### src/fps_params.svh
`ifndef FPS_PARAMS_SVH
`define FPS_PARAMS_SVH
// ----------------------------------------------------------------------
// widths and clock
// ----------------------------------------------------------------------
`define FPS_ADDR_W         20
`define FPS_CLK_PERIOD_NS  10
// ----------------------------------------------------------------------
// pin timing, times in ns, counts derived (minimums round up)
// ----------------------------------------------------------------------
`define FPS_T_WP_NS   35
`define FPS_T_WPH_NS  20
`define FPS_T_ACC_NS  70
`define FPS_T_RDH_NS  20
`define FPS_T_RP_NS   500
`define FPS_T_RH_NS   50
`define FPS_CYC(t) (((t) + `FPS_CLK_PERIOD_NS - 1) / `FPS_CLK_PERIOD_NS)
`define FPS_WP_CYC  8'(`FPS_CYC(`FPS_T_WP_NS))
`define FPS_WPH_CYC 8'(`FPS_CYC(`FPS_T_WPH_NS))
`define FPS_ACC_CYC 8'(`FPS_CYC(`FPS_T_ACC_NS))
`define FPS_RDH_CYC 8'(`FPS_CYC(`FPS_T_RDH_NS))
`define FPS_RP_CYC  8'(`FPS_CYC(`FPS_T_RP_NS))
`define FPS_RH_CYC  8'(`FPS_CYC(`FPS_T_RH_NS))
// ----------------------------------------------------------------------
// command sequence codes
// ----------------------------------------------------------------------
`define FPS_UNLOCK1_ADDR 20'h00555
`define FPS_UNLOCK1_DATA 8'hAA
`define FPS_UNLOCK2_ADDR 20'h002AA
`define FPS_UNLOCK2_DATA 8'h55
`define FPS_SETUP_CMD    8'hA0
`define FPS_RESET_CMD    8'hF0
// ----------------------------------------------------------------------
// status bit positions on the data byte
// ----------------------------------------------------------------------
`define FPS_TOG1_BIT 6
`define FPS_TLE_BIT  5
// ----------------------------------------------------------------------
// register offsets and control fields
// ----------------------------------------------------------------------
`define FPS_REG_CTRL   8'h00
`define FPS_REG_ADDR   8'h04
`define FPS_REG_DATA   8'h08
`define FPS_REG_STATUS 8'h0C
`define FPS_CTRL_PROG  0
`define FPS_CTRL_RST   1
`define FPS_CTRL_HWRST 2
`endif

### src/fps_pkg.sv
package fps_pkg;
  // sequencer states
  typedef enum logic [3:0] {
    S_IDLE, S_WR_SET, S_WR_LOW, S_WR_REC,
    S_RD_SET, S_RD_LOW, S_RD_REC, S_HWRST, S_HW_REC
  } fps_state_t;
  // registered flash pin drive
  typedef struct packed {
    logic [19:0] addr;
    logic [7:0]  dq;
    logic        dq_oe;
    logic        ce_n;
    logic        we_n;
    logic        oe_n;
    logic        rst_n;
  } fps_pin_t;
  // status word seen by software
  typedef struct packed {
    logic [15:0] zero_hi;
    logic [7:0]  rd_data;
    logic [2:0]  zero_lo;
    logic        rdy_pin;
    logic        aborted;
    logic        fail;
    logic        done;
    logic        busy;
  } fps_status_t;
  // orders from software, one-cycle pulses plus operands
  typedef struct packed {
    logic        go_prog;
    logic        go_rstcmd;
    logic        go_hwrst;
    logic [19:0] addr;
    logic [7:0]  data;
  } fps_cmd_t;
endpackage : fps_pkg

### src/fps_ctrl.sv
`timescale 1ns/1ps
`default_nettype none
`include "fps_params.svh"
// How it works
// program is two unlocks, setup, address/data
// after last write, only status polling
// device returns to array read itself
// no commands written while program runs
// hardware reset aborts; software reissues program
// any address order accepted, no restriction
// final readback mismatch reports failure
// polling starts after final write strobe rises
// status reads use the program address
// erase polling reads zero until done
// array data taken one read after settling
// ready/busy pin open drain, low busy
// toggle bit one inverts per read while busy
// toggle bit two marks erasing sectors
// two reads compared; equal means finished
// toggling with time limit: recheck, then reset
// resumed polling restarts from first read
// time limit bit set on pulse overrun
// reset command before further operations
// program shows time limit zero, busy low
// reset command address is don't care
// unlock and setup codes are parameters
module fps_ctrl
  import fps_pkg::*;
#(
  parameter logic [19:0] UNLOCK1_ADDR = `FPS_UNLOCK1_ADDR,
  parameter logic [7:0]  UNLOCK1_DATA = `FPS_UNLOCK1_DATA,
  parameter logic [19:0] UNLOCK2_ADDR = `FPS_UNLOCK2_ADDR,
  parameter logic [7:0]  UNLOCK2_DATA = `FPS_UNLOCK2_DATA,
  parameter logic [7:0]  SETUP_CMD    = `FPS_SETUP_CMD,
  parameter logic [7:0]  RESET_CMD    = `FPS_RESET_CMD
)(
  // clock and reset
  input  wire logic        MCLK,
  input  wire logic        RST_N,
  // ahb-lite slave
  input  wire logic        HSEL,
  input  wire logic [31:0] HADDR,
  input  wire logic [1:0]  HTRANS,
  input  wire logic        HWRITE,
  input  wire logic [2:0]  HSIZE,
  input  wire logic        HREADY,
  input  wire logic [31:0] HWDATA,
  output logic             HREADYOUT,
  output logic [31:0]      HRDATA,
  output logic             HRESP,
  // flash pins
  output logic [19:0]      FL_ADDR,
  input  wire logic [7:0]  FL_DQ_IN,
  output logic [7:0]       FL_DQ_OUT,
  output logic             FL_DQ_OE,
  output logic             FL_CE_N,
  output logic             FL_WE_N,
  output logic             FL_OE_N,
  output logic             FL_RESET_N,
  input  wire logic        FL_READY_BUSY
);
  // ----------------------------------------------------------------------
  // state
  // ----------------------------------------------------------------------
  typedef struct packed {
    fps_state_t  st;
    logic [7:0]  cnt;       // phase timer
    logic [1:0]  wr_idx;    // bus write within the sequence
    logic        reset_cmd; // single reset-command write in progress
    logic        pair2;     // second read of a toggle pair
    logic        tog_a;     // toggle bit from first read
    logic        recheck;   // time limit seen, one more pair
    logic        final_rd;  // read that fetches settled data
    logic [7:0]  rd_data;
    logic        busy;
    logic        done;
    logic        fail;
    logic        aborted;
    logic [2:0]  wr_seen;   // write strobes since go
    logic [7:0]  last_wr;   // last byte written
    fps_pin_t    pin;
  } fps_seq_t;
  localparam fps_pin_t PIN_IDLE = '{addr: 20'h00000, dq: 8'h00, dq_oe: 1'b0,
                                    ce_n: 1'b1, we_n: 1'b1, oe_n: 1'b1,
                                    rst_n: 1'b1};
  fps_seq_t    q, d;
  fps_cmd_t    cmd;
  fps_status_t status;
  logic [19:0] wa;          // address of current write
  logic [7:0]  wd;          // data of current write
  logic        tog;
  // ----------------------------------------------------------------------
  // register slave
  // ----------------------------------------------------------------------
  fps_regs i_fps_regs (
    .MCLK      (MCLK),
    .RST_N     (RST_N),
    .hsel      (HSEL),
    .haddr     (HADDR),
    .htrans    (HTRANS),
    .hwrite    (HWRITE),
    .hready    (HREADY),
    .hwdata    (HWDATA),
    .hreadyout (HREADYOUT),
    .hrdata    (HRDATA),
    .hresp     (HRESP),
    .status    (status),
    .cmd       (cmd)
  );
  // hsize is always a word; nothing to steer
  logic unused_hsize;
  assign unused_hsize = ^HSIZE;
  // status word
  always_comb begin
    status         = '0;
    status.rd_data = q.rd_data;
    status.rdy_pin = FL_READY_BUSY;
    status.aborted = q.aborted;
    status.fail    = q.fail;
    status.done    = q.done;
    status.busy    = q.busy;
  end
  // ----------------------------------------------------------------------
  // write cycle content
  // ----------------------------------------------------------------------
  always_comb begin
    wa = cmd.addr;
    wd = cmd.data;
    if (q.reset_cmd) begin
      wa = 20'h00000;
      wd = RESET_CMD;
    end else begin
      case (q.wr_idx)
        2'd0: begin wa = UNLOCK1_ADDR; wd = UNLOCK1_DATA; end
        2'd1: begin wa = UNLOCK2_ADDR; wd = UNLOCK2_DATA; end
        2'd2: begin wa = UNLOCK1_ADDR; wd = SETUP_CMD;    end
        default: begin wa = cmd.addr;  wd = cmd.data;     end
      endcase
    end
  end
  assign tog = q.rd_data[`FPS_TOG1_BIT];
  // ----------------------------------------------------------------------
  // sequencer
  // ----------------------------------------------------------------------
  always_comb begin
    d = q;
    case (q.st)
      // wait for an order; program and reset-command goes are dropped while busy
      S_IDLE: begin
        d.pin = PIN_IDLE;
        if (cmd.go_prog || cmd.go_rstcmd) begin
          d.busy      = 1'b1;
          d.done      = 1'b0;
          d.fail      = 1'b0;
          d.aborted   = 1'b0;
          d.reset_cmd = cmd.go_rstcmd && !cmd.go_prog;
          d.wr_idx    = 2'd0;
          d.wr_seen   = 3'd0;
          d.pair2     = 1'b0;
          d.recheck   = 1'b0;
          d.final_rd  = 1'b0;
          d.st        = S_WR_SET;
        end
      end
      // address, data and chip select ahead of the strobe
      S_WR_SET: begin
        d.pin.addr  = wa;
        d.pin.dq    = wd;
        d.pin.dq_oe = 1'b1;
        d.pin.ce_n  = 1'b0;
        d.pin.we_n  = 1'b1;
        d.cnt       = `FPS_WP_CYC;
        d.st        = S_WR_LOW;
      end
      // write strobe low for the pulse width
      S_WR_LOW: begin
        if (q.cnt == 8'h00) begin
          d.pin.we_n = 1'b1;
          d.pin.ce_n = 1'b1;
          d.last_wr  = q.pin.dq;
          d.cnt      = `FPS_WPH_CYC;
          d.st       = S_WR_REC;
        end else begin
          d.pin.we_n = 1'b0;
          if (q.cnt == `FPS_WP_CYC) begin
            d.wr_seen = q.wr_seen + 3'd1;
          end
          d.cnt = q.cnt - 8'h01;
        end
      end
      // data held past the rising strobe, then next step
      S_WR_REC: begin
        if (q.cnt != 8'h00) begin
          d.cnt = q.cnt - 8'h01;
        end else begin
          d.pin.dq_oe = 1'b0;
          if (q.reset_cmd) begin
            d.reset_cmd = 1'b0;
            d.busy      = 1'b0;
            d.done      = 1'b1;
            d.st        = S_IDLE;
          end else if (q.wr_idx == 2'd3) begin
            d.st = S_RD_SET;
          end else begin
            d.wr_idx = q.wr_idx + 2'd1;
            d.st     = S_WR_SET;
          end
        end
      end
      // status reads always at the program address
      S_RD_SET: begin
        d.pin.addr  = cmd.addr;
        d.pin.dq_oe = 1'b0;
        d.pin.ce_n  = 1'b0;
        d.cnt       = `FPS_ACC_CYC;
        d.st        = S_RD_LOW;
      end
      // output enable low for the access time, sample at the end
      S_RD_LOW: begin
        if (q.cnt == 8'h00) begin
          d.rd_data  = FL_DQ_IN;
          d.pin.oe_n = 1'b1;
          d.pin.ce_n = 1'b1;
          d.cnt      = `FPS_RDH_CYC;
          d.st       = S_RD_REC;
        end else begin
          d.pin.oe_n = 1'b0;
          d.cnt      = q.cnt - 8'h01;
        end
      end
      // judge the read; polling never writes until it ends
      S_RD_REC: begin
        if (q.cnt != 8'h00) begin
          d.cnt = q.cnt - 8'h01;
        end else if (q.final_rd) begin
          d.busy = 1'b0;
          d.done = 1'b1;
          d.fail = (q.rd_data != cmd.data);
          d.st   = S_IDLE;
        end else if (!q.pair2) begin
          d.tog_a = tog;
          d.pair2 = 1'b1;
          d.st    = S_RD_SET;
        end else begin
          d.pair2 = 1'b0;
          d.st    = S_RD_SET;
          if (tog == q.tog_a) begin
            d.final_rd = 1'b1;
          end else if (q.recheck) begin
            d.fail      = 1'b1;
            d.reset_cmd = 1'b1;
            d.st        = S_WR_SET;
          end else if (q.rd_data[`FPS_TLE_BIT]) begin
            d.recheck = 1'b1;
          end
        end
      end
      // hardware reset held low, then recovery
      S_HWRST: begin
        d.pin = PIN_IDLE;
        if (q.cnt == 8'h00) begin
          d.cnt = `FPS_RH_CYC;
          d.st  = S_HW_REC;
        end else begin
          d.pin.rst_n = 1'b0;
          d.cnt       = q.cnt - 8'h01;
        end
      end
      S_HW_REC: begin
        if (q.cnt != 8'h00) begin
          d.cnt = q.cnt - 8'h01;
        end else begin
          d.busy = 1'b0;
          d.done = 1'b1;
          d.st   = S_IDLE;
        end
      end
      default: begin
        d.st = S_IDLE;
      end
    endcase
    // hardware reset wins over everything, aborting a program
    if (cmd.go_hwrst) begin
      d.aborted   = q.busy;
      d.busy      = 1'b1;
      d.done      = 1'b0;
      d.reset_cmd = 1'b0;
      d.pin       = PIN_IDLE;
      d.pin.rst_n = 1'b0;                 // pin drops on this edge, not the next
      d.cnt       = `FPS_RP_CYC - 8'h01;  // this edge is the first low cycle
      d.st        = S_HWRST;
    end
  end
  // register the state
  always_ff @(posedge MCLK) begin
    if (!RST_N) begin
      q     <= '0;
      q.st  <= S_IDLE;
      q.pin <= PIN_IDLE;
    end else begin
      q <= d;
    end
  end
  assign FL_ADDR    = q.pin.addr;
  assign FL_DQ_OUT  = q.pin.dq;
  assign FL_DQ_OE   = q.pin.dq_oe;
  assign FL_CE_N    = q.pin.ce_n;
  assign FL_WE_N    = q.pin.we_n;
  assign FL_OE_N    = q.pin.oe_n;
  assign FL_RESET_N = q.pin.rst_n;
  // ----------------------------------------------------------------------
  // assertions
  // ----------------------------------------------------------------------
  property p_four_writes;
    @(posedge MCLK) disable iff (!RST_N)
      $fell(FL_OE_N) |-> q.wr_seen == 3'd4;
  endproperty
  a_four_writes: assert property (p_four_writes) else $error("not four writes");
  property p_no_wr_poll;
    @(posedge MCLK) disable iff (!RST_N)
      (q.st == S_RD_LOW) |-> FL_WE_N && !FL_DQ_OE;
  endproperty
  a_no_wr_poll: assert property (p_no_wr_poll) else $error("write during poll");
  property p_hwrst;
    @(posedge MCLK) disable iff (!RST_N)
      cmd.go_hwrst |=> !FL_RESET_N ##1 (!FL_RESET_N)[*8];
  endproperty
  a_hwrst: assert property (p_hwrst) else $error("reset pin not held");
  property p_fail_reset;
    @(posedge MCLK) disable iff (!RST_N)
      $rose(q.fail) && q.reset_cmd |-> ##[1:40] (q.last_wr == RESET_CMD && q.done);
  endproperty
  a_fail_reset: assert property (p_fail_reset) else $error("no reset after fail");
  property p_we_width;
    @(posedge MCLK) disable iff (!RST_N)
      $fell(FL_WE_N) |-> (!FL_WE_N && !FL_CE_N)[*4] ##1 FL_WE_N;
  endproperty
  a_we_width: assert property (p_we_width) else $error("strobe width");
  property p_rd_addr;
    @(posedge MCLK) disable iff (!RST_N)
      !FL_OE_N |-> FL_ADDR == cmd.addr && !FL_DQ_OE;
  endproperty
  a_rd_addr: assert property (p_rd_addr) else $error("poll address");
  property p_pair;
    @(posedge MCLK) disable iff (!RST_N)
      $rose(q.final_rd) |-> $past(q.pair2) && $past(tog) == $past(q.tog_a);
  endproperty
  a_pair: assert property (p_pair) else $error("pair compare");
  property p_reset_addr;
    @(posedge MCLK) disable iff (!RST_N)
      $fell(FL_WE_N) && q.reset_cmd |-> FL_ADDR == 20'h00000 && FL_DQ_OUT == RESET_CMD;
  endproperty
  a_reset_addr: assert property (p_reset_addr) else $error("reset write");
endmodule : fps_ctrl
`default_nettype wire

### src/fps_regs.sv
`timescale 1ns/1ps
`default_nettype none
`include "fps_params.svh"
module fps_regs
  import fps_pkg::*;
(
  // clock and reset
  input  wire logic        MCLK,
  input  wire logic        RST_N,
  // ahb-lite slave
  input  wire logic        hsel,
  input  wire logic [31:0] haddr,
  input  wire logic [1:0]  htrans,
  input  wire logic        hwrite,
  input  wire logic        hready,
  input  wire logic [31:0] hwdata,
  output logic             hreadyout,
  output logic [31:0]      hrdata,
  output logic             hresp,
  // sequencer side
  input  wire fps_status_t status,
  output fps_cmd_t         cmd
);
  // ----------------------------------------------------------------------
  // state
  // ----------------------------------------------------------------------
  typedef struct packed {
    logic        ph_v;     // write data phase pending
    logic [7:0]  ph_addr;  // latched offset
    logic [31:0] rdata;    // read data for the data phase
    fps_cmd_t    cmd;
  } fps_ahb_t;
  fps_ahb_t q, d;
  // next state: zero wait states, read data taken at address phase
  always_comb begin
    d = q;
    d.cmd.go_prog   = 1'b0;
    d.cmd.go_rstcmd = 1'b0;
    d.cmd.go_hwrst  = 1'b0;
    // write data phase
    if (q.ph_v) begin
      if (q.ph_addr == `FPS_REG_CTRL) begin
        d.cmd.go_prog   = hwdata[`FPS_CTRL_PROG];
        d.cmd.go_rstcmd = hwdata[`FPS_CTRL_RST];
        d.cmd.go_hwrst  = hwdata[`FPS_CTRL_HWRST];
      end else if (q.ph_addr == `FPS_REG_ADDR) begin
        d.cmd.addr = hwdata[19:0];
      end else if (q.ph_addr == `FPS_REG_DATA) begin
        d.cmd.data = hwdata[7:0];
      end
    end
    d.ph_v = 1'b0;
    // address phase
    if (hsel && hready && htrans[1]) begin
      d.ph_v    = hwrite;
      d.ph_addr = haddr[7:0];
      // unmapped offsets read as zero
      if (haddr[7:0] == `FPS_REG_ADDR) begin
        d.rdata = {12'h000, q.cmd.addr};
      end else if (haddr[7:0] == `FPS_REG_DATA) begin
        d.rdata = {24'h000000, q.cmd.data};
      end else if (haddr[7:0] == `FPS_REG_STATUS) begin
        d.rdata = status;
      end else begin
        d.rdata = 32'h00000000;
      end
    end
  end
  // register the state
  always_ff @(posedge MCLK) begin
    if (!RST_N) begin
      q <= '0;
    end else begin
      q <= d;
    end
  end
  assign hreadyout = 1'b1;
  assign hresp     = 1'b0;
  assign hrdata    = q.rdata;
  assign cmd       = q.cmd;
endmodule : fps_regs
`default_nettype wire

### config.mk
export PLATFORM = sky130hd
export DESIGN_NAME = fps_ctrl
export DESIGN_NICKNAME = d
export VERILOG_FILES = /design/src/fps_pkg.sv /design/src/fps_ctrl.sv /design/src/fps_regs.sv
export VERILOG_INCLUDE_DIRS = /design/src
export SDC_FILE = /design/constraint.sdc
export NUM_CORES = 1
export LEC_CHECK = 0
export BUFFER_PORTS_ARGS = -buffer_cell sky130_fd_sc_hd__clkbuf_2
export CORE_MARGIN = 2
export CORE_UTILIZATION = 45
export CTS_BUF_LIST = sky130_fd_sc_hd__clkbuf_16
export DETAILED_ROUTE_END_ITERATION = 10
export HOLD_SLACK_MARGIN = 0.02
export PLACE_DENSITY_LB_ADDON = 0.25
export SETUP_SLACK_MARGIN = 0.4
export SYNTH_ARGS = -nofsm -noshare
export SYNTH_HDL_FRONTEND = slang
export SYNTH_HIERARCHICAL = 1
export SYNTH_SLANG_ARGS = --single-unit
### constraint.sdc
create_clock -name MCLK -period 1.8 [get_ports MCLK]
set_input_delay 0.18 -clock MCLK [delete_from_list [all_inputs] [get_ports MCLK]]
set_output_delay 0.18 -clock MCLK [all_outputs]
set_load 0.005 [all_outputs]
# Yosys cells after proc, flatten, opt, wreduce, memory -nomap -nowiden
# Cells that the tools add are included.
# totals
regBits	136
inputBits	83
output_inout_bits	67
word_cells	211
# classes
addsub	2
n_eq_ne	48
muxes	70
n_bitwise	6
reduce_logical	55
# ops
cell	count
2-to-1 mux 32 bit	2
one-hot mux 20 bit (3 select lines)	1
one-hot mux 20 bit (2 select lines)	1
one-hot mux 8 bit (5 select lines)	1
2-to-1 mux 4 bit	9
one-hot mux 4 bit (9 select lines)	1
2-to-1 mux 8 bit	4
!= test 2 bit, second input constant	15
AND reduction 7 bit	4
!= test 3 x 2 -> 1 bit, second input constant	9
== test 8 x 4 -> 1 bit, second input constant	3
one-hot mux 8 bit (3 select lines)	1
2-to-1 mux 3 bit	7
2-to-1 mux 20 bit	1
2-to-1 mux 2 bit	9
== test 4 x 3 -> 1 bit, second input constant	4
== test 8 x 3 -> 1 bit, second input constant	2
zero test 8 bit	2
2-to-1 mux 1 bit	16
2-to-1 mux 16 bit	1
one-hot mux 8 bit (2 select lines)	1
nonzero test 3 bit	5
AND reduction 2 bit	7
nonzero test 2 bit	7
other kinds (36)	68

# Logic depth before layout (Yosys ltp)
# Gate-level depths: netlist of the first run.
# logic_depth
ltp_word	7
mapped_depth	8
depth_no_buf	7

# Cells and area by module
# The synthesis of the first run kept the hierarchy.
# by_module_without_submodules
mod	n_inst	cells_per_inst	area_each_um2	seq_area_each_um2
fps_ctrl	1	460	3659.8	1281.2
fps_regs	1	396	3417.0	1441.4

# Worst setup path after synthesis of the first run
# OpenSTA, ideal clock, no wires.
# synth_path
path_kind	register to register
start	reg q[63] (netlist name)
end	reg q[47] (netlist name)
setup_time_ns	0.136
t_arrival_ns	1.652
t_required_ns	1.664
path_slack_ns	0.012
stages_incl_launch_ff	9
n_path_buf	1
period_less_slack_ns	1.788
cell_sequence	dfxtp_1 inv_1 ha_1 or4b_4 nor2_8 buf_6 a21oi_1 o21ai_0 a31oi_1
# synth_between
elab_chain_len	3
word_cells_on_any_way	5
cone_classes	eq/ne (3); reduce/logical (2)
# synth_rtl
item	line	rtl
start, declared	fps_ctrl.sv:86	fps_seq_t q, d;
nonzero test 8 bit *	fps_ctrl.sv:193, fps_ctrl.sv:233, fps_ctrl.sv:270	
!= test 3 x 2 -> 1 bit (no line)	n/a	
AND reduction 7 bit (no line) *	n/a	
# Every way passes the cells marked *; elsewhere a longest branch is shown, timed or not.
# A chain may end at the register's enable or synchronous reset.

# Worst setup path in the final report of the first run
# layout_path
start	reg q[63] (netlist name)
end	reg q[69] (netlist name)
# layout_between
elab_chain_len	3
word_cells_on_any_way	9
cone_classes	add/sub (1); eq/ne (1); mux (4); reduce/logical (3)
# layout_rtl
item	line
subtractor 8 x 1 -> 8 bit (tied with other cells)	n/a
2-to-1 mux 8 bit (tied with other cells)	fps_ctrl.sv:193, fps_ctrl.sv:233, fps_ctrl.sv:270
one-hot mux 8 bit (5 select lines) / AND reduction 2 bit (equally long branches)	n/a
# Parallel ways exist; a longest one is shown, timed or not. The select of a mux whose other input is x is not followed.

==> results.sh, run 1 <==
export IMPL_status="finished with violations"
export IMPL_violations="setup timing"
export IMPL_fp_dieH_um=129
export IMPL_drive_above_1_share=0.395
export IMPL_avgSynthCellArea_um2=8.27
export IMPL_cts_tree="built"
export IMPL_fin_area_um2=9620
export IMPL_placed_cell_area_um2=7680
export IMPL_rsz0062_at_grt="yes"
export IMPL_drtIter0Drc=485
export IMPL_worstPathCellList="inv_2 > ha_4 > buf_4 > nor4b_4 > buf_4 > nand4_1 > a21oi_2 > buf_6 > a21oi_2 > a211oi_1"
export IMPL_design_core_area_um2=15300
export IMPL_async_flop_share=0
export IMPL_ant_nets=0
export IMPL_final_core_util=0.631
export IMPL_syn_inst=856
export IMPL_vias=6511
export IMPL_ys_ff_latch=136
export IMPL_r2r_start="q[63]"
export IMPL_synth_edf_count=0
export IMPL_min_from="HWDATA[1]"
export IMPL_grt_pass1_vias=6116
export IMPL_cp_startpoint="q[63]"
export IMPL_regArea_um2=2750
export IMPL_antenna_found_initial=0
export IMPL_final_cell_mix="dfxtp_1 (126), clkbuf_2 (107), nand2_1 (81), buf_4 (68), a21oi_1 (37)"
export IMPL_worstPathArrival_ps=2250
export IMPL_skew_ps=6.30
export IMPL_finalWeightedCongestion=0.834
export IMPL_htree_levels=4
export IMPL_layout_setup_ws_ps=-116
export IMPL_drcViolationCount=0
export IMPL_ys_seq_area_frac=0.385
export IMPL_cts_buffer_depth=2
export IMPL_critPathMaxStageDelay_ps=320
export IMPL_yosysWarnings=6
export IMPL_syn2layout_area_growth_pct=36.0
export IMPL_gr_total_overflow=0
export IMPL_finalCritPeriodShare=1.06
export IMPL_period_needed_ps=1920
export IMPL_io_pins=150
export IMPL_final_common_cell="dfxtp_1"
export IMPL_worst_setup_path_end_kind="register"
export IMPL_ctsRootBufferMaster="clkbuf_16"
export IMPL_cp_start_kind="register"
export IMPL_port_buffers=107
export IMPL_synth_flop_cell="dfxtp_1"
export IMPL_finalHoldViolCount=0
export IMPL_p_per_area_nw_per_um2=1250
export IMPL_leakagePower_nw=3.93
export IMPL_grt_pass1_wl_um=31600
export IMPL_power_mw=12.1
export IMPL_worstPathRequired_ps=2140
export IMPL_grtUsageTotal=0.244
export IMPL_drv_slew=0
export IMPL_path_class="register to register"
export IMPL_nets=1068
export IMPL_numCtsBuffers=17
export IMPL_critPathSlowestCell="dfxtp_2"
export IMPL_routed_wl_um=20900
export IMPL_initial_core_util=0.464
export IMPL_cts_sinks=136
export IMPL_cp_max_fo=6
export IMPL_setup_viol=22
export IMPL_n_antenna_cell=0
export IMPL_multi_input_area_um2=4210
export IMPL_hpwl_um=13600
export IMPL_synth_cell_types=68
export IMPL_synthesis_area_um2=7080
export IMPL_stdcell_count=1201
export IMPL_clk_latency_ps=420
export IMPL_grt_start_max_net_pins=96
export IMPL_dieArea_um2=16700
export IMPL_cts_clk_slew_worst_paths_ps=60
export IMPL_wl_per_cell_um=17.4
export IMPL_place_inst=1113
export IMPL_max_cap_violations=0
export IMPL_fp_row_count=45
export IMPL_fp_dieW_um=129
export IMPL_fmax_ghz=0.522
export IMPL_viasPerCell=5.42
export IMPL_final_fill_count=1206
export IMPL_dr_pass1_iters=5
export IMPL_hp_class="primary input to register"
export IMPL_peakVddDrop_mv=0.778
export IMPL_whs_ps=23.4
-- timing repair --
action,4_1_cts,5_1_grt
endpoints found under the setup margin,72,92
gates resized for setup,108,99
hold buffers,25,1
setup buffers,18,6
gates cloned,3,5
endpoints found under the hold margin,25,1
pin swaps,35,21
-- routing by layer --
metal | share of wire | GRT usage
met1 | 0.43 | 0.318
met3 | 0.063 | 0.0545
met4 | 0.019 | 0.0786
met5 | 0 | 0
met2 | 0.49 | 0.402
-- cell usage after synthesis (8+ instances only) --
cell type  count  area (um2)
a21oi_1       69         345
a22oi_1       13        97.6
a31oi_1        8        50.1
and2_1        18         113
buf_2         15        75.1
buf_4         97         728
clkbuf_1      28         105
dfxtp_1      136        2720
inv_1         13        48.8
mux2i_1       29         290
nand2_1       96         360
nand3_1       42         210
nor2_1        42         158
nor2b_1       27         169
nor3_1        29         145
o21ai_0       59         295
o41ai_1        9        78.8
-- flip-flops by register name, indices dropped and copies added, names as in the netlist --
name	cells
FL_ADDR	20
FL_CE_N	1
FL_DQ_OE	1
FL_DQ_OUT	8
FL_OE_N	1
FL_RESET_N	1
FL_WE_N	1
i_fps_regs/cmd	31
i_fps_regs/hrdata	32
i_fps_regs/q	9
q	31
-- critical path: cells and delay by family, from the launching register on --
family	cells	cell delay (ps)
adders and majority gates	1	140
AOI/OAI and AO/OA	3	490
DFF	1	320
buffers and inverters	4	510
and+or+nand+nor	2	370
-- final cells by class --
cell class	count	area share
Timing Repair Buffer	235	0.192
Clock buffer	17	0.0442
Multi-Input combinational cell	576	0.438
Inverter	13	0.00533
Clock inverter	13	0.00741
Tap cell	211	0.0274
Sequential cell	136	0.286
-- report_power, final --
group	total, mW	internal (mW)	leakage (nW)	switching, mW
Clock	3.00	1.70	0.246	1.30
Sequential	3.42	3.23	1.10	0.192
Combinational	5.63	2.80	2.58	2.83
-- per-stage QoR --
stage	TNS, ps	setup WS [ps]
after floorplan	0	50.3
after global placement	-254	-32.5
after detailed placement	-968	-98.0
after CTS	-662	-67.3
after global routing	-2390	-202
final	-892	-116
-- kinds of logic after synthesis --
family                     count (synthesis)  share of synthesized area
adders and majority gates                  6                     0.0106
AOI/OAI and AO/OA                        206                      0.177
muxes                                     29                     0.0410
buffers and inverters                    162                      0.142
other                                      3                    0.00159
xor gates and xnor gates                  12                     0.0149
and+or+nand+nor                          302                      0.228
DFF                                      136                      0.385
-- worst paths after layout --
path	endpoint	slack, ps	cells after the start
max	q[69]	-120	10
min	i_fps_regs/cmd[29]	20	2
max reg2reg	q[69]	-120	10
min reg2reg	FL_ADDR[14]	460	2
(Power assumes the default switching activity.)
==> inputs of run 2 (changes only) <==
CORE_ASPECT_RATIO = 1.4   (was not set)
PLACE_DENSITY = 0.69   (was not set)
PLACE_DENSITY_LB_ADDON = not set   (was 0.25)
==> results.sh, run 2 (synthesized netlist as in run 1, its figures left out) <==
export IMPL_multi_input_area_um2=4160
export IMPL_worstPathRequired_ps=2090
export IMPL_cp_max_fo=8
export IMPL_critPathSlowestCell="or4b_4"
export IMPL_fp_dieW_um=110
export IMPL_drtIter0Drc=477
export IMPL_io_pins=150
export IMPL_final_common_cell="dfxtp_1"
export IMPL_skew_ps=6.28
export IMPL_reg2reg_setup_slack_ps=-130
export IMPL_grt_pass1_wl_um=33300
export IMPL_vias=6743
export IMPL_design_core_area_um2=15500
export IMPL_layout_setup_ws_ps=-132
export IMPL_nets=1080
export IMPL_fp_dieH_um=152
export IMPL_regArea_um2=2750
export IMPL_antenna_found_initial=0
export IMPL_worstPathCellList="inv_2 > ha_4 > or4b_4 > nor2_8 > nand4_1 > buf_6 > mux2i_2 > nor2_1"
export IMPL_grtUsageTotal=0.253
export IMPL_cts_buffer_depth=2
export IMPL_p_per_area_nw_per_um2=1280
export IMPL_hpwl_um=13700
export IMPL_fp_row_count=54
export IMPL_finalWeightedCongestion=0.909
export IMPL_htree_levels=4
export IMPL_syn2layout_area_growth_pct=38.9
export IMPL_cts_sinks=136
export IMPL_finalCritPeriodShare=1.07
export IMPL_grt_start_max_net_pins=54
export IMPL_dieArea_um2=16800
export IMPL_status="finished with violations"
export IMPL_worstPathArrival_ps=2220
export IMPL_cts_clk_slew_worst_paths_ps=60
export IMPL_pre_cts_slack_ps=-107
export IMPL_fmax_ghz=0.518
export IMPL_final_fill_count=1212
export IMPL_numCtsBuffers=17
export IMPL_leakagePower_nw=4.05
export IMPL_dr_pass1_iters=5
export IMPL_setup_viol=17
export IMPL_gr_total_overflow=0
export IMPL_drcViolationCount=0
export IMPL_rsz0062_at_grt="yes"
export IMPL_ctsRootBufferMaster="clkbuf_16"
export IMPL_drive_above_1_share=0.405
export IMPL_initial_core_util=0.457
export IMPL_final_cell_mix="dfxtp_1 (125), clkbuf_2 (107), nand2_1 (82), buf_4 (69), a21oi_1 (39)"
export IMPL_grt_pass1_vias=6440
export IMPL_port_buffers=107
export IMPL_cp_start_kind="register"
export IMPL_drv_slew=0
export IMPL_path_class="register to register"
export IMPL_setup_tns_final_ps=-1190
export IMPL_final_core_util=0.635
export IMPL_cts_tree="built"
export IMPL_peakVddDrop_mv=0.768
export IMPL_period_needed_ps=1930
export IMPL_clk_latency_ps=420
export IMPL_hp_class="primary input to register"
export IMPL_largest_reg_flops=32
export IMPL_critPathMaxStageDelay_ps=520
export IMPL_n_antenna_cell=0
export IMPL_finalHoldViolCount=0
export IMPL_viasPerCell=5.62
export IMPL_routed_wl_um=22300
export IMPL_ant_nets=0
export IMPL_max_cap_violations=0
export IMPL_violations="setup timing"
export IMPL_worst_setup_path_end_kind="register"
export IMPL_wl_per_cell_um=18.5
-- run 2: changes by cell type in the layout (fill, tap and decap cells not counted), moves of 4 or more --
| cell | previous run | this run |
|---|---|---|
| a21oi_2 | 31 | 26 |
| buf_6 | 19 | 30 |
| dlygate4sd3_1 | 26 | 22 |
| nor2_2 | 6 | 2 |
-- run 2: final timing paths --
path,start,end,cells past startpoint
max,q[64],q[51],8
min,FL_DQ_IN[5],q[53],3
max reg2reg,q[64],q[51],8
min reg2reg,i_fps_regs/hrdata[4],i_fps_regs/hrdata[4],2
-- run 2: critical path: cells and delay by family (launching register included) --
kind / cells / cell delay, ps
simple gates: 4 / 900
flops: 1 / 320
fa+ha+maj: 1 / 130
buf+inv: 2 / 270
mux: 1 / 170
-- run 2: cell type report --
type / instances / area share
multi-input combinational: 576 / 0.423
sequential: 136 / 0.279
timing repair buffer: 247 / 0.206
clock buffer: 17 / 0.0433
tap: 196 / 0.0249
clock inverter: 15 / 0.0181
inverter: 13 / 0.00522
-- run 2: what timing repair did --
action / 4_1_cts / 5_1_grt
pin swaps: 32 / 35
setup buffers: 33 / 5
cloned: 6 / 4
setup endpoints to repair: 84 / 92
hold buffers: 21 / 1
resized for setup: 115 / 101
endpoints found under the hold margin: 21 / 1
-- run 2: per-stage QoR --
step           hold WS [ps]  total power, mW  instances  cell area (um2)
2_1_floorplan           302             5.68        874             7270
3_3_place_gp            417             6.84       1098             7680
3_5_place_dp            418             6.86       1098             7680
4_1_cts                20.5             12.1       1190             9320
5_1_grt                25.6             13.0       1200             9830
6_report               21.1             12.5       1200             9830
-- run 2: per-layer routing --
layer,vias up,global-route usage,share of wire
li1,3158,-,-
met1,3188,0.294,0.37
met2,298,0.433,0.52
met3,99,0.0547,0.057
met4,0,0.121,0.052
met5,-,0,0
-- run 2: where the power goes --
group / switching (mW) / internal (mW)
Clock: 1.43 / 2.19
Sequential: 0.208 / 3.23
Combinational: 2.78 / 2.70
==> inputs of run 3 (changes only) <==
CTS_CLUSTER_DIAMETER = 120   (was not set)
HOLD_SLACK_MARGIN = 0.05   (was 0.02)
==> results.sh, run 3 (synthesized netlist as in run 1, its figures left out) <==
export IMPL_sw_frac_of_total=0.355
export IMPL_cts_clk_slew_worst_paths_ps=60
export IMPL_p_int_mw=8.14
export IMPL_largest_reg_flops=32
export IMPL_layout_setup_ws_ps=-140
export IMPL_switchingPower_mw=4.47
export IMPL_numCtsBuffers=17
export IMPL_design_core_area_um2=15500
export IMPL_final_fill_count=1169
export IMPL_grtUsageTotal=0.260
export IMPL_dr_pass1_iters=5
export IMPL_hpwl_um=13700
export IMPL_finalWeightedCongestion=0.909
export IMPL_fp_row_count=54
export IMPL_p_comb_frac=0.440
export IMPL_placed_cell_area_um2=7680
export IMPL_busiest_layer="met2"
export IMPL_crit_family="simple AND/OR/NAND/NOR gates"
export IMPL_hold_end="FL_RESET_N"
export IMPL_worstPathRequired_ps=2100
export IMPL_fp_dieW_um=110
export IMPL_grt_start_max_net_pins=54
export IMPL_met3_usage=0.0543
export IMPL_status="finished with violations"
export IMPL_fin_area_um2=9970
export IMPL_cts_buffer_depth=2
export IMPL_cts_sinks=136
export IMPL_syn2layout_area_growth_pct=40.9
export IMPL_antenna_found_initial=0
export IMPL_ant_nets=0
export IMPL_met2_usage=0.446
export IMPL_fmax_ghz=0.515
export IMPL_finalCritPeriodShare=1.08
export IMPL_drtIter0Drc=479
export IMPL_clk_latency_ps=420
export IMPL_drv_slew=0
export IMPL_min_from="RST_N"
export IMPL_seq_power_share=0.272
export IMPL_drive_above_1_share=0.400
export IMPL_final_common_cell="dfxtp_1"
export IMPL_fp_dieH_um=152
export IMPL_skew_ps=6.72
export IMPL_grt_util_met1=0.300
export IMPL_worstPathArrival_ps=2240
export IMPL_gr_total_overflow=0
export IMPL_rsz0062_at_grt="yes"
export IMPL_r2r_end="q[52]"
export IMPL_htree_levels=4
export IMPL_hp_class="primary input to register"
export IMPL_cp_start_kind="register"
export IMPL_reg2reg_setup_slack_ps=-140
export IMPL_initial_core_util=0.457
export IMPL_peakVddDrop_mv=0.769
export IMPL_viasPerCell=5.74
export IMPL_vias=6965
export IMPL_power_mw=12.6
export IMPL_grt_pass1_wl_um=34000
export IMPL_dieArea_um2=16800
export IMPL_cts_tree="built"
export IMPL_holdPathStages=2
export IMPL_r2r_start="q[64]"
export IMPL_worstPathCellList="inv_2 > ha_4 > or4b_4 > nor2_8 > nand4_1 > buf_6 > mux2i_1 > nor2_1"
export IMPL_finalHoldViolCount=0
export IMPL_n_antenna_cell=0
export IMPL_max_cap_violations=0
export IMPL_critPathSlowestCell="or4b_4"
export IMPL_nets=1094
export IMPL_worst_setup_path_end_kind="register"
export IMPL_cp_max_fo=8
export IMPL_critPathMaxStageDelay_ps=520
export IMPL_port_buffers=107
export IMPL_routed_wl_um=23200
export IMPL_path_class="register to register"
export IMPL_grt_pass1_vias=6556
export IMPL_wl_per_cell_um=19.1
export IMPL_crit_buf_inv=2
export IMPL_violations="setup timing"
export IMPL_ctsRootBufferMaster="clkbuf_16"
export IMPL_p_per_area_nw_per_um2=1260
export IMPL_leakagePower_nw=4.11
export IMPL_drcViolationCount=0
export IMPL_period_needed_ps=1940
export IMPL_io_pins=150
export IMPL_final_cell_mix="dfxtp_1 (125), clkbuf_2 (107), nand2_1 (82), buf_4 (69), a21oi_1 (39)"
export IMPL_setup_tns_final_ps=-1410
export IMPL_r2r_cells=8
export IMPL_p_clk_frac=0.288
export IMPL_setup_viol=19
run 3: cell types whose count changed in the layout (fill, tap and decap cells not counted):
cell | previous run | this run
o21ai_0 | 29 | 28
dlygate4sd3_1 | 22 | 36
o21ai_1 | 25 | 26
run 3: power groups by stage:
stage / combinational [mW] / clock (mW) / sequential (mW)
detailed placement: 3.37 / 0 / 3.49
CTS: 5.02 / 3.64 / 3.42
floorplan: 2.28 / 0 / 3.40
finish: 5.54 / 3.63 / 3.44
global placement: 3.35 / 0 / 3.49
global route: 5.82 / 3.80 / 3.45
run 3: metal layers:
layer	share of wire	vias to the layer above
li1	-	3194
met1	0.37	3314
met2	0.52	357
met3	0.063	100
met4	0.052	0
met5	0	-
run 3: worst max-delay path by stage:
stage | from | to | slack [ps] | cells past startpoint
after global placement | q[64] | q[55] | -50 | 8
after CTS | q[64] | q[48] | -100 | 8
after floorplan | q[64] | q[58] | 50 | 7
after global routing | q[64] | q[49] | -220 | 8
final | q[64] | q[52] | -140 | 8
after detailed placement | q[64] | q[51] | -110 | 8
run 3: worst reg2reg max path: cells and delay by family, from the launching register on:
| kind | cells | cell delay, ps |
|---|---|---|
| adders and majority gates | 1 | 130 |
| DFF | 1 | 320 |
| buffers and inverters | 2 | 280 |
| and+or+nand+nor | 4 | 910 |
| muxes | 1 | 190 |
run 3: final cells by class:
class	count	area, um2	share of cell area
sequential	136	2750	0.275
inverter	13	51.3	0.00514
clock inverter	15	178	0.0178
timing repair buffer	261	2170	0.218
tap	196	245	0.0246
multi-input combinational	576	4160	0.417
clock buffer	17	425	0.0427
run 3: stage by stage:
step	cells	util	setup WS (ps)	hold WS, ps
5_1_grt	1214	0.645	-216	193
3_3_place_gp	1098	0.496	-52.6	417
3_5_place_dp	1098	0.496	-107	418
6_report	1214	0.645	-140	159
2_1_floorplan	874	-	50.3	302
4_1_cts	1205	0.612	-105	138
run 3: what timing repair did:
action / 4_1_cts / 5_1_grt
hold buffers: 36 / 0
gates resized for setup: 115 / 102
setup buffers: 33 / 5
endpoints found under the setup margin: 84 / 92
hold endpoints to repair: 41 / 0
pin swaps: 32 / 35
gates cloned: 6 / 4
